===== src/mcgs_pkg.sv =====
// Purpose: Constants and types for the machine check global status block
// Assumes: 64-bit register port, 12-bit register address
// Notes: Status register sits at its machine-specific address
package mcgs_pkg;

  // ==========================================================
  // Register addresses
  localparam logic [11:0] MCGS_ADDR_GSTS = 12'h17a;
  localparam logic [11:0] MCGS_ADDR_ISTS = 12'h200;
  localparam logic [11:0] MCGS_ADDR_ICLR = 12'h201;
  localparam logic [11:0] MCGS_ADDR_IEN = 12'h202;

  // ==========================================================
  // Field layout and reset values
  localparam int MCGS_BIT_RESTART = 0;
  localparam int MCGS_BIT_ERRPTR = 1;
  localparam int MCGS_BIT_INPROG = 2;
  localparam int MCGS_GSTS_W = 3;
  localparam int MCGS_IEV_MCE = 0;
  localparam int MCGS_IEV_SHUT = 1;
  localparam int MCGS_IEV_W = 2;
  localparam logic [MCGS_GSTS_W-1:0] MCGS_GSTS_RST = 3'h0;
  localparam logic [MCGS_IEV_W-1:0] MCGS_IEV_RST = 2'h0;
  localparam logic [63:0] MCGS_RDATA_RST = 64'h0;

  // ==========================================================
  // Types
  typedef enum logic {MCGS_RUN, MCGS_SHUTDOWN} mcgs_mode_t;

  typedef struct packed {
    mcgs_mode_t mode;
    logic [MCGS_GSTS_W-1:0] gsts;
    logic mce;
    logic [MCGS_IEV_W-1:0] ists;
    logic [MCGS_IEV_W-1:0] ien;
    logic irq;
    logic [63:0] rdata;
  } mcgs_state_t;

endpackage


===== src/mcgs_evt_if.sv =====
// Purpose: Carries a detected machine check to the escalation decoder
// Assumes: All signals in the ref_clk_i domain
// Notes: Purely combinational signals
`timescale 1ns/10ps
interface mcgs_evt_if;
  logic detect;
  logic in_progress;
  logic in_shutdown;
  logic raise;
  logic escalate;

  modport decide (
    input detect,
    input in_progress,
    input in_shutdown,
    output raise,
    output escalate
  );
  modport core (
    output detect,
    output in_progress,
    output in_shutdown,
    input raise,
    input escalate
  );
endinterface


===== src/mcgs_top.sv =====
// Behaviour
// - Bit 0 records restart pointer usable
// - Bit 1 records pointer tied to error
// - Bit 2 set on each machine check outside shutdown
// - Check while bit 2 set enters shutdown
//
// Purpose: Per-thread machine check global status register
// Assumes: Detect and its qualifiers are valid in the same cycle
// Notes: Shutdown is left only through rstn_i
//
// Chosen here: the strobed register port and the placing of the registers.
`timescale 1ns/10ps
module mcgs_top
  import mcgs_pkg::*;
(
  // Clock and reset
  input wire logic ref_clk_i,
  input wire logic rstn_i,
  // Error detectors
  input wire logic mc_detect_i,
  input wire logic mc_restart_ok_i,
  input wire logic mc_err_assoc_i,
  // Register port
  input wire logic [11:0] reg_addr_i,
  input wire logic [63:0] reg_wdata_i,
  input wire logic reg_we_i,
  input wire logic reg_re_i,
  output logic [63:0] reg_rdata_o,
  // Core signalling
  output logic mce_o,
  output logic shutdown_o,
  output logic check_in_progress_o,
  output logic irq_o
);

  // ==========================================================
  // State
  mcgs_state_t s_q;
  mcgs_state_t s_d;
  mcgs_evt_if evt ();

  assign evt.detect = mc_detect_i;
  assign evt.in_progress = s_q.gsts[MCGS_BIT_INPROG];
  assign evt.in_shutdown = (s_q.mode == MCGS_SHUTDOWN);

  mcgs_decide u_decide (
    .evt(evt)
  );

  // ==========================================================
  // Next state
  always_comb begin
    s_d = s_q;
    s_d.mce = 1'b0;
    s_d.rdata = MCGS_RDATA_RST;
    if (reg_we_i) begin
      case (reg_addr_i)
        // Only the low three bits are stored
        MCGS_ADDR_GSTS: s_d.gsts = reg_wdata_i[MCGS_GSTS_W-1:0];
        MCGS_ADDR_IEN: s_d.ien = reg_wdata_i[MCGS_IEV_W-1:0];
        MCGS_ADDR_ICLR: s_d.ists = s_q.ists & ~reg_wdata_i[MCGS_IEV_W-1:0];
        default: s_d.ien = s_q.ien;
      endcase
    end
    // Hardware updates after software so a same-cycle event wins
    if (evt.raise) begin
      s_d.gsts[MCGS_BIT_RESTART] = mc_restart_ok_i;
      s_d.gsts[MCGS_BIT_ERRPTR] = mc_err_assoc_i;
      s_d.gsts[MCGS_BIT_INPROG] = 1'b1;
      s_d.mce = 1'b1;
      s_d.ists[MCGS_IEV_MCE] = 1'b1;
    end
    if (evt.escalate) begin
      s_d.mode = MCGS_SHUTDOWN;
      s_d.ists[MCGS_IEV_SHUT] = 1'b1;
    end
    s_d.irq = |(s_d.ists & s_d.ien);
    if (reg_re_i) begin
      case (reg_addr_i)
        MCGS_ADDR_GSTS: s_d.rdata = {61'h0, s_q.gsts};
        MCGS_ADDR_ISTS: s_d.rdata = {62'h0, s_q.ists};
        MCGS_ADDR_IEN: s_d.rdata = {62'h0, s_q.ien};
        default: s_d.rdata = MCGS_RDATA_RST;
      endcase
    end
  end

  always_ff @(posedge ref_clk_i or negedge rstn_i) begin
    if (!rstn_i) begin
      s_q.mode <= MCGS_RUN;
      s_q.gsts <= MCGS_GSTS_RST;
      s_q.mce <= 1'b0;
      s_q.ists <= MCGS_IEV_RST;
      s_q.ien <= MCGS_IEV_RST;
      s_q.irq <= 1'b0;
      s_q.rdata <= MCGS_RDATA_RST;
    end else begin
      s_q <= s_d;
    end
  end

  // ==========================================================
  // Outputs
  assign reg_rdata_o = s_q.rdata;
  assign mce_o = s_q.mce;
  assign shutdown_o = s_q.mode;
  assign check_in_progress_o = s_q.gsts[MCGS_BIT_INPROG];
  assign irq_o = s_q.irq;

  // ==========================================================
  // Access decode
  // One strobe qualified by one register address
  function automatic logic reg_hit(input logic stb, input logic [11:0] a, input logic [11:0] t);
    reg_hit = stb && (a == t);
  endfunction

  // Access decodes shared by several checks
  wire gsts_wr = reg_hit(reg_we_i, reg_addr_i, MCGS_ADDR_GSTS);
  wire gsts_rd = reg_hit(reg_re_i, reg_addr_i, MCGS_ADDR_GSTS);
  wire iclr_wr = reg_hit(reg_we_i, reg_addr_i, MCGS_ADDR_ICLR);
  wire ists_rd = reg_hit(reg_re_i, reg_addr_i, MCGS_ADDR_ISTS);
  wire ien_rd = reg_hit(reg_re_i, reg_addr_i, MCGS_ADDR_IEN);
  wire mapped_rd = gsts_rd || ists_rd || ien_rd;
  // Checks are judged from the visible flags, not from the decider
  wire first_check = mc_detect_i && !check_in_progress_o && !shutdown_o;
  wire second_check = mc_detect_i && check_in_progress_o && !shutdown_o;
endmodule


===== src/mcgs_decide.sv =====
// Purpose: Chooses between delivering a machine check and shutting down
// Assumes: Detect is a one-cycle pulse per machine check
// Notes: In shutdown every further check is dropped
`timescale 1ns/10ps
module mcgs_decide
  import mcgs_pkg::*;
(
  // Event carrier
  mcgs_evt_if.decide evt
);

  // ==========================================================
  // Decision
  assign evt.raise = evt.detect && !evt.in_progress && !evt.in_shutdown;
  // Second check while one is still being handled
  assign evt.escalate = evt.detect && evt.in_progress && !evt.in_shutdown;

endmodule


===== config.mk =====
export PLATFORM = sky130hd
export DESIGN_NAME = mcgs_top
export DESIGN_NICKNAME = d
export VERILOG_FILES = /design/src/mcgs_pkg.sv /design/src/mcgs_evt_if.sv /design/src/mcgs_top.sv /design/src/mcgs_decide.sv
export SDC_FILE = /design/constraint.sdc
export NUM_CORES = 1
export LEC_CHECK = 0
export ABC_AREA = 1
export BUFFER_PORTS_ARGS = -buffer_cell sky130_fd_sc_hd__buf_2
export CORE_ASPECT_RATIO = 1.25
export CORE_UTILIZATION = 35
export CTS_CLUSTER_DIAMETER = 150
export CTS_CLUSTER_SIZE = 12
export DETAILED_ROUTE_END_ITERATION = 10
export PLACE_DENSITY = 0.86
export SLEW_MARGIN = 20
export SYNTH_ARGS = -nofsm -noshare
export SYNTH_HDL_FRONTEND = slang
export SYNTH_SLANG_ARGS = --single-unit
export TNS_END_PERCENT = 30

===== constraint.sdc =====
create_clock -name ref_clk_i -period 2.6 [get_ports ref_clk_i]
set_input_delay 0.39 -clock ref_clk_i [delete_from_list [all_inputs] [get_ports ref_clk_i]]
set_output_delay 0.39 -clock ref_clk_i [all_outputs]
set_load 0.01 [all_outputs]

== Yosys cells after proc, flatten, opt, wreduce, memory -nomap -nowiden ==
Index checks and enable logic that the tools add are counted.

* Equality and inequality tests: 4
* Multiplexer cells: 10
* Bitwise gates (word level): 3
* Reduce and logical (&&, ||, !) cells: 10

{| class="wikitable"
|+ Operator list
! operator !! count
|-
| equality test 12 x 10 -> 1 bit, second input constant || 3
|-
| equality test 12 x 9 -> 1 bit, second input constant || 1
|-
| two-way mux 3 bit || 3
|-
| one-hot mux 3 bit (3 select lines) || 1
|-
| two-way mux 4 bit || 2
|-
| AND 2 bit || 2
|-
| logical AND 1 bit || 4
|-
| two-way mux 2 bit || 2
|-
| nonzero test 2 bit || 2
|-
| logical NOT 1 bit || 2
|-
| two-way mux 1 bit || 2
|-
| inverter 2 bit || 1
|-
| AND reduction 2 bit || 1
|-
| OR reduction 2 bit || 1
|}

* Bits in registers: 74
* Input bits: 83

== Depth between registers and ports, before layout ==
Gate-level depths: netlist (run 1).

* Depth after elaboration: 7
* Depth in mapped cells: 9
* Depth with buffers taken out: 9

== By module ==
From an unflattened synthesis (run 1), not the netlist that was laid out.

* Cell total of the unflattened synthesis: 170
* Area, all modules: 1283.7 sq um

{| class="wikitable"
|+ Modules (own cells, without submodules)
! module !! instances !! cells each !! area each (sq um) !! sequential area each (sq um)
|-
| mcgs_top || 1 || 165 || 1265.0 || 325.3
|-
| mcgs_decide || 1 || 5 || 18.8 || 0.0
|}

== Worst setup path after synthesis (run 1) ==
Ideal clock, no wire load.

* Path kind: input-to-reg
* Start: input port reg_addr_i[10]
* End: register s_q (netlist bit check_in_progress_o)
* Library setup time: 0.118 ns
* Data arrival time: 1.067 ns
* Data required time: 2.482 ns
* Path slack: 1.415 ns
* Stages: 7
* Buffers on the path: 0
* Cells stage by stage: inv_1 nand2_4 nor2_4 nor3b_2 nand2_1 nand3_1 nand2_1

* Longest elaborated chain between the ends: 3

{| class="wikitable"
|+ RTL lines
! element !! RTL line !! source
|-
| start: declaration || mcgs_top.sv:24 || <nowiki>input wire logic [11:0] reg_addr_i,</nowiki>
|-
| equality test 12 x 9 -> 1 bit || mcgs_top.sv:57 || <nowiki>case (reg_addr_i)</nowiki>
|-
| nonzero test 2 bit (no line) || -- ||
|-
| AND reduction 2 bit (no line) || -- ||
|-
| end: declaration || mcgs_top.sv:38 || <nowiki>mcgs_state_t s_q;</nowiki>
|}

No other way between the ends.
A chain may end at the register's enable or synchronous reset.

== Worst setup path in the final report (run 1) ==
* Start: register s_q (netlist bit check_in_progress_o)
* End: register s_q[71] in the netlist's numbering

* Longest elaborated chain between the ends: 5
* Elaborated cells on any way between the ends: 7
* Those cells by class: mux: 1; reduce/logical: 6

{| class="wikitable"
|+ RTL lines
! element !! RTL line !! source
|-
| logical NOT 1 bit (*) || -- ||
|-
| logical AND 1 bit (*) (2 in a row) || mcgs_decide.sv:14 || <nowiki>assign evt.raise = evt.detect && !evt.in_progress && !evt.in_shutdown;</nowiki>
|-
| named net evt.raise || mcgs_evt_if.sv:9 || <nowiki>logic raise;</nowiki>
|-
| nonzero test 2 bit (no line) || -- ||
|-
| AND reduction 2 bit (no line) || -- ||
|}

The timed path passes the listed nets; every way through them passes the cells marked *.

==> results.md, run 1 <==
* Max frequency at 804 MHz
* Register bit total from synthesis at 13
* Placed cell areas at 1170 µm²
* YS warnings at 0
* Worst reg-to-reg path cell count at 6
* Total number of vias at 926
* CTS tree: built
* GP Congestion at 0.759
* Vias per inst at 3.96
* Chip width at 55.1 µm
* Fin crit period at 1.24 ns
* Ports at 151
* Crit end category: flop
* Count of final hold-check violations at 0
* CTS resizes at 0
* Final Non-Filler Cells at 234
* Pin count of the biggest net entering global routing at 14
* Cell Pwr Density at 385 nW/µm²
* Core Util, Final at 36.9%
* Num CTS Buffers at 3
* CP Data Arrival Time at 1.38 ns
* N_diodes at 0
* Clk sinks at 13
* Nets at 281
* Antenna violations before repair at 0
* Reg2Reg Setup Slack at 1.36 ns
* Clk Latency, worst-skew pair at 0.24 ns
* Reg clk slew, reported paths at 0.06 ns
* Final HPWL DP at 1.61 mm
* Site Rows at 23
* Total Die Area at 3770 µm²
* CTS Hold Buffers Added at 0
* CP max FO at 8
* Final Cycle Share at 47.9%
* Worst Skew at 0.00335 ns
* Data required, critical path at 2.73 ns
* Synth Cell Area at 1230 µm²
* Initial core utilization at 37.6%
* Number of global-route vias before repair at 740
* Leak Pwr at 0.000771 µW
* Finished layout cell area at 1210 µm²
* WL final at 1.85 mm
* Maximum VDD drop at 0.255 mV
* Die Ht at 68.4 µm
* DRC Markers at 0
* RSZ-0062 raised after global routing: no
* Status: finished clean
* Final setup vio count at 0
* First-pass GRT wire length at 2.99 mm
* FILL cells at 365
* Average size of a mapped cell at 7.31 µm²
* Worst setup SP type: flop
* Overflow after GRT at 0
* R2r endpoint: s_q[71]
* Drt pass-1 iters at 4
* Setup_tns at 0 ns
* Initial DRC Count at 9
* Worst flop-to-flop path startpoint: check_in_progress_o
* Sequential area share after synthesis at 26.3%
* Hold Crit Class: in -> async
* Share of post-route cells with drive strength above 1 at 21.3%
* Kind of critical path: reg -> reg
* Placed cells at 230
* CTS root buf: clkbuf_8
* Syn Inst Count at 169
* GRT Total Usage at 11.2%
* Core ar. at 3280 µm²
* Htree depth at 1
* Number of max-cap violations at 0
* Port Buffers at 28
* Setup Fix Bufs, Post-CTS at 0
* Max Root-Sink Buffers at 2
* Final Max Slew Viols at 0
* Routed Antenna Nets at 0
* Distinct cells, synth at 17
* DR WL/cell at 7.89 µm
* Area grow syn2layout at -1.93%
## registers in the layout, indices dropped and copies added (netlist names)
signal               cells
s_q                      6
reg_rdata_o              3
check_in_progress_o      1
irq_o                    1
mce_o                    1
shutdown_o               1
## worst max-delay path by stage
stage | endpoint | slack, ns | from
global route | s_q[71] | 1.26 | check_in_progress_o
CTS | s_q[71] | 1.34 | check_in_progress_o
finish | s_q[71] | 1.36 | check_in_progress_o
global placement | s_q[71] | 1.18 | reg_addr_i[10]
floorplan | check_in_progress_o | 1.42 | reg_addr_i[10]
detailed placement | s_q[71] | 1.17 | reg_addr_i[0]
## logic make-up after synthesis
logic type,Yosys count,synth area share (%)
and+or+nand+nor,77,30.2
other,1,0.304
buffers and inverters,78,43.2
DFF,13,26.3
## stage by stage
step / total power (µW) / setup slack, ns / hold slack [ns]
6_report: 466 / 1.36 / 0.0222
5_1_grt: 499 / 1.26 / 0.0403
4_1_cts: 471 / 1.34 / 0.0317
3_5_place_dp: 289 / 1.17 / 0.295
3_3_place_gp: 288 / 1.18 / 0.286
2_1_floorplan: 330 / 1.42 / 0.0944
## synthesized netlist by cell type
library cell  number  share of area, %
buf_4             64                39
conb_1             1              0.30
dfrtp_1           13                26
inv_1             11               3.3
inv_2              3              0.91
nand2_1           33                10
nand2_2            1              0.51
nand2_4            1              0.91
nand3_1           20               8.1
nand3_2            1              0.81
nand3b_1           1              0.61
nand4_1            3               1.5
nor2_1            10               3.0
nor2_4             2               1.8
nor3_1             2              0.81
nor3b_2            1               1.0
or2_2              2               1.0
## layer usage
metal	GRT usage, %	up-vias	part of all wire, %
met1	11.7	408	34
met3	2.89	5	10
li1	-	455	-
met2	20.2	58	55
met5	0	-	0
met4	5.31	0	1.4
## power breakdown
| group | total [µW] | leakage [µW] | switching [µW] | internal (µW) |
|---|---|---|---|---|
| Combinational | 83.1 | 0.000571 | 64.6 | 18.5 |
| Sequential | 203 | 0.000176 | 0.245 | 203 |
| Clock | 180 | 0.0000228 | 71.5 | 108 |
| Total | 466 | 0.000771 | 136 | 330 |
## cell type report
cell class | count | area (µm²) | share of cell area (%)
Inverter | 14 | 52.6 | 4.34
Tap cell | 37 | 46.3 | 3.82
Sequential cell | 13 | 325 | 26.9
Multi-Input combinational cell | 138 | 602 | 49.7
Timing Repair Buffer | 28 | 140 | 11.6
Clock buffer | 4 | 45.0 | 3.72
## worst max-delay path, stage by stage (launching register included)
cell and delay (ns):
dfrtp_1 0.40, inv_2 0.06, nand3_2 0.16, inv_2 0.08
or2_2 0.30, nand3_1 0.08, nand2_1 0.05
## cells in the final DEF, fill, tap and decap left out
master / n
dfrtp_1: 13
nand2_1: 33
nor2_1: 10
nand3b_1: 1
inv_2: 3
nor3b_2: 1
clkbuf_1: 1
nand2_2: 1
nand4_1: 3
or2_2: 2
buf_2: 28
nand3_2: 1
nor2_4: 2
clkbuf_8: 3
nand2_4: 1
nand3_1: 20
nor3_1: 2
inv_1: 11
conb_1: 61
(Power assumes the default switching activity.)
==> run 2: changes to the inputs <==
- CORE_UTILIZATION: 35 -> 33
- PLACE_DENSITY: 0.86 -> 0.81
- clock period: 2.6 -> 1.2 ns (I/O delays scaled with it)
==> results.md, run 2 (synthesis gave the netlist of run 1 again) <==
* Status: complete, but fails checks
* Failing checks: DRC
* CTS tree: built
* Kind of critical path: reg -> out
* Final setup vio count at 0
* RSZ-0062 raised after global routing: no
* WL final at 1.99 mm
* Reg2Reg Setup Slack at 0.11 ns
* Most common cell after layout, fill and taps aside: conb_1
* N_diodes at 0
* Worst flop-to-flop path startpoint: check_in_progress_o
* Pin count of the biggest net entering global routing at 14
* DR WL/cell at 8.25 µm
* Antenna violations before repair at 0
* Fin crit period at 1.09 ns
* Clk Latency, worst-skew pair at 0.25 ns
* Chip width at 56.7 µm
* Maximum VDD drop at 0.289 mV
* Area grow syn2layout at 1.52%
* Final Non-Filler Cells at 241
* Final Cycle Share at 91.1%
* Number of global-route vias before repair at 779
* Max Root-Sink Buffers at 2
* Worst Skew at 0.00358 ns
* Share of post-route cells with drive strength above 1 at 22.8%
* Total number of vias at 954
* Worst reg-to-reg path cell count at 6
* CTS resizes at 0
* Final HPWL DP at 1.68 mm
* Drt pass-1 iters at 7
* Critical path capture point: check_in_progress_o
* DRC Markers at 20
* Final hold slack at 0.214 ns
* Port Buffers at 28
* Routed Antenna Nets at 0
* Highest-count cells in the layout ignoring fill and taps: conb_1 (61), nand2_1 (33), buf_2 (28)
* Cell Pwr Density at 822 nW/µm²
* Final Max Slew Viols at 0
* Hold Crit Class: in -> reg
* Worst setup SP type: flop
* Max reg flops at 6
* Site Rows at 24
* Leak Pwr at 0.000795 µW
* Core ar. at 3540 µm²
* First-pass GRT wire length at 3.24 mm
* Setup_tns at 0 ns
* CTS root buf: clkbuf_8
* Setup Fix Bufs, Post-CTS at 0
* Num CTS Buffers at 3
* Total Die Area at 3990 µm²
* Worst setup startpoint: check_in_progress_o
* Nets at 286
* Crit end category: output port
* CTS Hold Buffers Added at 1
* GP Congestion at 0.784
* Placed cell areas at 1200 µm²
* Core Util, Final at 35.4%
* Finished layout cell area at 1250 µm²
* WL met1 at 662 µm
* GRT Total Usage at 10.7%
* CP Data Arrival Time at 0.91 ns
* Hold path startpoint: reg_re_i
* Reg clk slew, reported paths at 0.06 ns
* Htree depth at 1
* Most flops, register: s_q
* Count of final hold-check violations at 0
* Met3 routed WL at 150 µm
* Max frequency at 915 MHz
* Number of max-cap violations at 0
* Die Ht at 70.4 µm
* Placed cells at 236
* Initial DRC Count at 42
* Vias per inst at 3.96
* Overflow after GRT at 0
* Max Used Layer: met4
* Ports at 151
* R2r endpoint: s_q[71]
* Initial core utilization at 34.9%
* Wire length on met2 at 1.08 mm
* Clk sinks at 13
* CP max FO at 3
* Data required, critical path at 1.02 ns
-- run 2: cell count changes in the layout (fill, tap and decap cells not counted), sizes merged --
cell	before	now
dlygate4sd3	0	1
buf	28	32
-- run 2: worst min path at each step --
| stage | cells after the start | slack (ns) | endpoint |
|---|---|---|---|
| finish | 3 | 0.21 | reg_rdata_o[2] |
| global route | 3 | 0.23 | mce_o |
| CTS | 3 | 0.21 | reg_rdata_o[2] |
| detailed placement | 1 | 0.08 | reg_rdata_o[2] |
| global placement | 1 | 0.08 | mce_o |
| floorplan | 0 | -0.12 | check_in_progress_o |
-- run 2: layout make-up --
type / instances / area [µm²]
Tap cell: 39 / 48.8
Fill cell: 400 / 2290
Multi-Input combinational cell: 138 / 602
Inverter: 14 / 52.6
Sequential cell: 13 / 325
Clock buffer: 4 / 45.0
Timing Repair Buffer: 33 / 180
-- run 2: through the flow --
stage                     setup slack (ns)  power [µW]
after floorplan                     0.0160         715
after global placement              0.0863         625
after detailed placement            0.0653         628
after CTS                           0.0942        1040
after global routing                0.0239        1080
final                                0.107        1030
-- run 2: power breakdown --
group	total [µW]	leakage, µW	switching [µW]	internal, µW
Clock	405	0.0000228	169	235
Combinational	186	0.000596	142	43.6
Sequential	440	0.000176	0.441	439
Total	1030	0.000795	312	718
-- run 2: worst max-delay path: stages (launching register included) --
cell and delay, ns:
dfrtp_1 0.39, buf_4 0.15, buf_2 0.13
-- run 2: layer usage --
metal | track usage [%] | vias up
li1 | - | 466
met1 | 10.7 | 423
met2 | 18.4 | 56
met3 | 2.04 | 9
met4 | 9.44 | 0
met5 | 0 | -
==> run 3: changes to the inputs <==
- ABC_AREA: 1 -> unset
- CORE_UTILIZATION: 33 -> 32
- PLACE_DENSITY: 0.81 -> 0.82
==> results.md, run 3 <==
* Fin crit period at 1.25 ns
* Maximum VDD drop at 0.589 mV
* Die Ht at 69.2 µm
* Chip width at 55.8 µm
* Total number of vias at 737
* CTS root buf: clkbuf_8
* Met2 global-route usage at 17.3%
* Site Rows at 24
* Hold Crit Class: in -> reg
* Syn Inst Count at 119
* WL final at 1.79 mm
* YS warnings at 0
* M3 GR Usage at 2.80%
* Initial DRC Count at 3
* Grt peak-use layer: met2
* Final WS setup at -0.0484 ns
* FILL cells at 374
* Nets at 237
* Placed cells at 187
* Top cells by area, synth: buf_4 (42%), dfrtp_1 (28%), nor4b_4 (4.1%)
* Register bit total from synthesis at 13
* Average size of a mapped cell at 9.72 µm²
* Number of synthesized flops with an enable pin at 0
* Number of global-route vias before repair at 628
* DRC Markers at 0
* Vias per inst at 3.84
* GR Util met1 at 10.8%
* Main synth FF type: dfrtp_1
* Finished layout cell area at 1200 µm²
* Final setup vio count at 1
* Most common cell after layout, fill and taps aside: conb_1
* CP max FO at 6
* Highest-count cells in the layout ignoring fill and taps: conb_1 (61), buf_2 (27), dfrtp_1 (13)
* Final hold slack at 0.157 ns
* Kind of critical path: reg -> reg
* Initial core utilization at 33.2%
* Core ar. at 3480 µm²
* Dominant cell type by area after synthesis: buf_4
* R2r endpoint: irq_o
* Status: complete, but fails checks
* Num CTS Buffers at 3
* Failing checks: setup timing
* Htree depth at 1
* Worst Skew at 0.00143 ns
* DR WL/cell at 9.31 µm
* CP Data Arrival Time at 1.43 ns
* Total Die Area at 3860 µm²
* Final Max Slew Viols at 0
* Clk sinks at 13
* GRT Total Usage at 9.93%
* Setup Fix Bufs, Post-CTS at 0
* CTS tree: built
* Data required, critical path at 1.38 ns
* Max Root-Sink Buffers at 2
* Worst setup SP type: flop
* N_diodes at 0
* Leak Pwr at 0.000673 µW
* Most flops, register: s_q
* Ports at 151
* Routed Antenna Nets at 0
* Sequential area share after synthesis at 28.1%
* Count of final hold-check violations at 0
* First-pass GRT wire length at 2.97 mm
* Antenna violations before repair at 0
* Final Cycle Share at 104%
* Max reg flops at 6
* RSZ-0062 raised after global routing: yes
* Distinct cells, synth at 31
* Pin count of the biggest net entering global routing at 14
* Hold Crit Depth at 3
* Number of max-cap violations at 0
* Max frequency at 801 MHz
* Final Non-Filler Cells at 192
* Setup_tns at -0.0484 ns
* Drt pass-1 iters at 2
* Worst flop-to-flop path startpoint: shutdown_o
* Share of the synthesized area in the top cell type at 41.6%
* Count leader, synth: buf_4
* Hold path startpoint: mc_restart_ok_i
* Async set-reset flop share out of synthesis at 100%
* Most common library cells after synthesis: buf_4 (64), dfrtp_1 (13), nand2_1 (6)
* Worst setup startpoint: shutdown_o
* Synth Cell Area at 1160 µm²
* GP Congestion at 0.797
* Placed cell areas at 1130 µm²
* Critical path capture point: irq_o
* Overflow after GRT at 0
* Crit end category: flop
* Reg clk slew, reported paths at 0.05 ns
* Share of post-route cells with drive strength above 1 at 31.4%
* Area grow syn2layout at 3.57%
* Clk Latency, worst-skew pair at 0.24 ns
* Reg2Reg Setup Slack at -0.05 ns
* Cell Pwr Density at 902 nW/µm²
* Worst reg-to-reg path cell count at 4
* Port Buffers at 28
* Final HPWL DP at 1.49 mm
## run 3: changes by cell type in the layout (fill, tap and decap cells not counted), moves of 4 or more
cell and delta:
mux2i_1 +4, nand3_1 -19, nor2_1 -9, nand2_1 -28, inv_1 -11
## run 3: logic make-up after synthesis
logic type             synth area share, %
buffers and inverters                 42.2
flip-flops                            28.1
multiplexers                          5.74
AO/OA/AOI/OAI                         5.41
AND/OR/NAND/NOR                       18.2
other                                0.324
## run 3: how the worst min path moves through the flow
stage / end / slack [ns]
2_1_floorplan: check_in_progress_o / -0.12
4_1_cts: s_q[70] / 0.15
5_1_grt: shutdown_o / 0.16
3_3_place_gp: shutdown_o / 0.07
3_5_place_dp: irq_o / 0.09
6_report: s_q[70] / 0.16
## run 3: critical path, stage by stage (launching register included)
cell,delay (ns)
dfrtp_1,0.37
or3b_4,0.44
inv_2,0.07
o22a_1,0.16
a22o_1,0.15
## run 3: what timing repair did
| item | in CTS | in global routing |
|---|---|---|
| pin swaps | 6 | 0 |
| resized for setup | 2 | 0 |
| hold buffers | 1 | 0 |
| hold endpoints to repair | 13 | 0 |
| gates cloned | 0 | 0 |
| setup endpoints to repair | 2 | 6 |
## run 3: cell type report
cell class,instances,area [µm²],area share [%]
Clock buffer,4,45.0,3.76
Tap cell,39,48.8,4.08
Timing Repair Buffer,35,201,16.8
Inverter,1,3.75,0.313
Sequential cell,13,325,27.2
Multi-Input combinational cell,100,573,47.9
## run 3: through the flow
| step | power (µW) | utilization [%] | setup WS, ns |
|---|---|---|---|
| finish | 1080 | 34.4 | -0.0484 |
| global route | 1160 | 34.4 | -0.125 |
| CTS | 1090 | 34.4 | -0.0456 |
| detailed placement | 692 | 32.5 | -0.330 |
| global placement | 688 | 32.5 | -0.311 |
| floorplan | 751 | - | -0.130 |
## run 3: layer usage
layer	wire (µm)	vias up	part of all wire, %
met5	0	-	0
li1	-	342	-
met2	926	54	52
met4	36	0	2.0
met3	159	5	8.9
met1	664	336	37
## run 3: report_power, final
group | leakage, µW | switching [µW] | internal [µW] | total, µW
Sequential | 0.000160 | 11.3 | 458 | 469
Combinational | 0.000490 | 150 | 71.7 | 222
Clock | 0.0000228 | 154 | 235 | 388
Total | 0.000673 | 315 | 764 | 1080
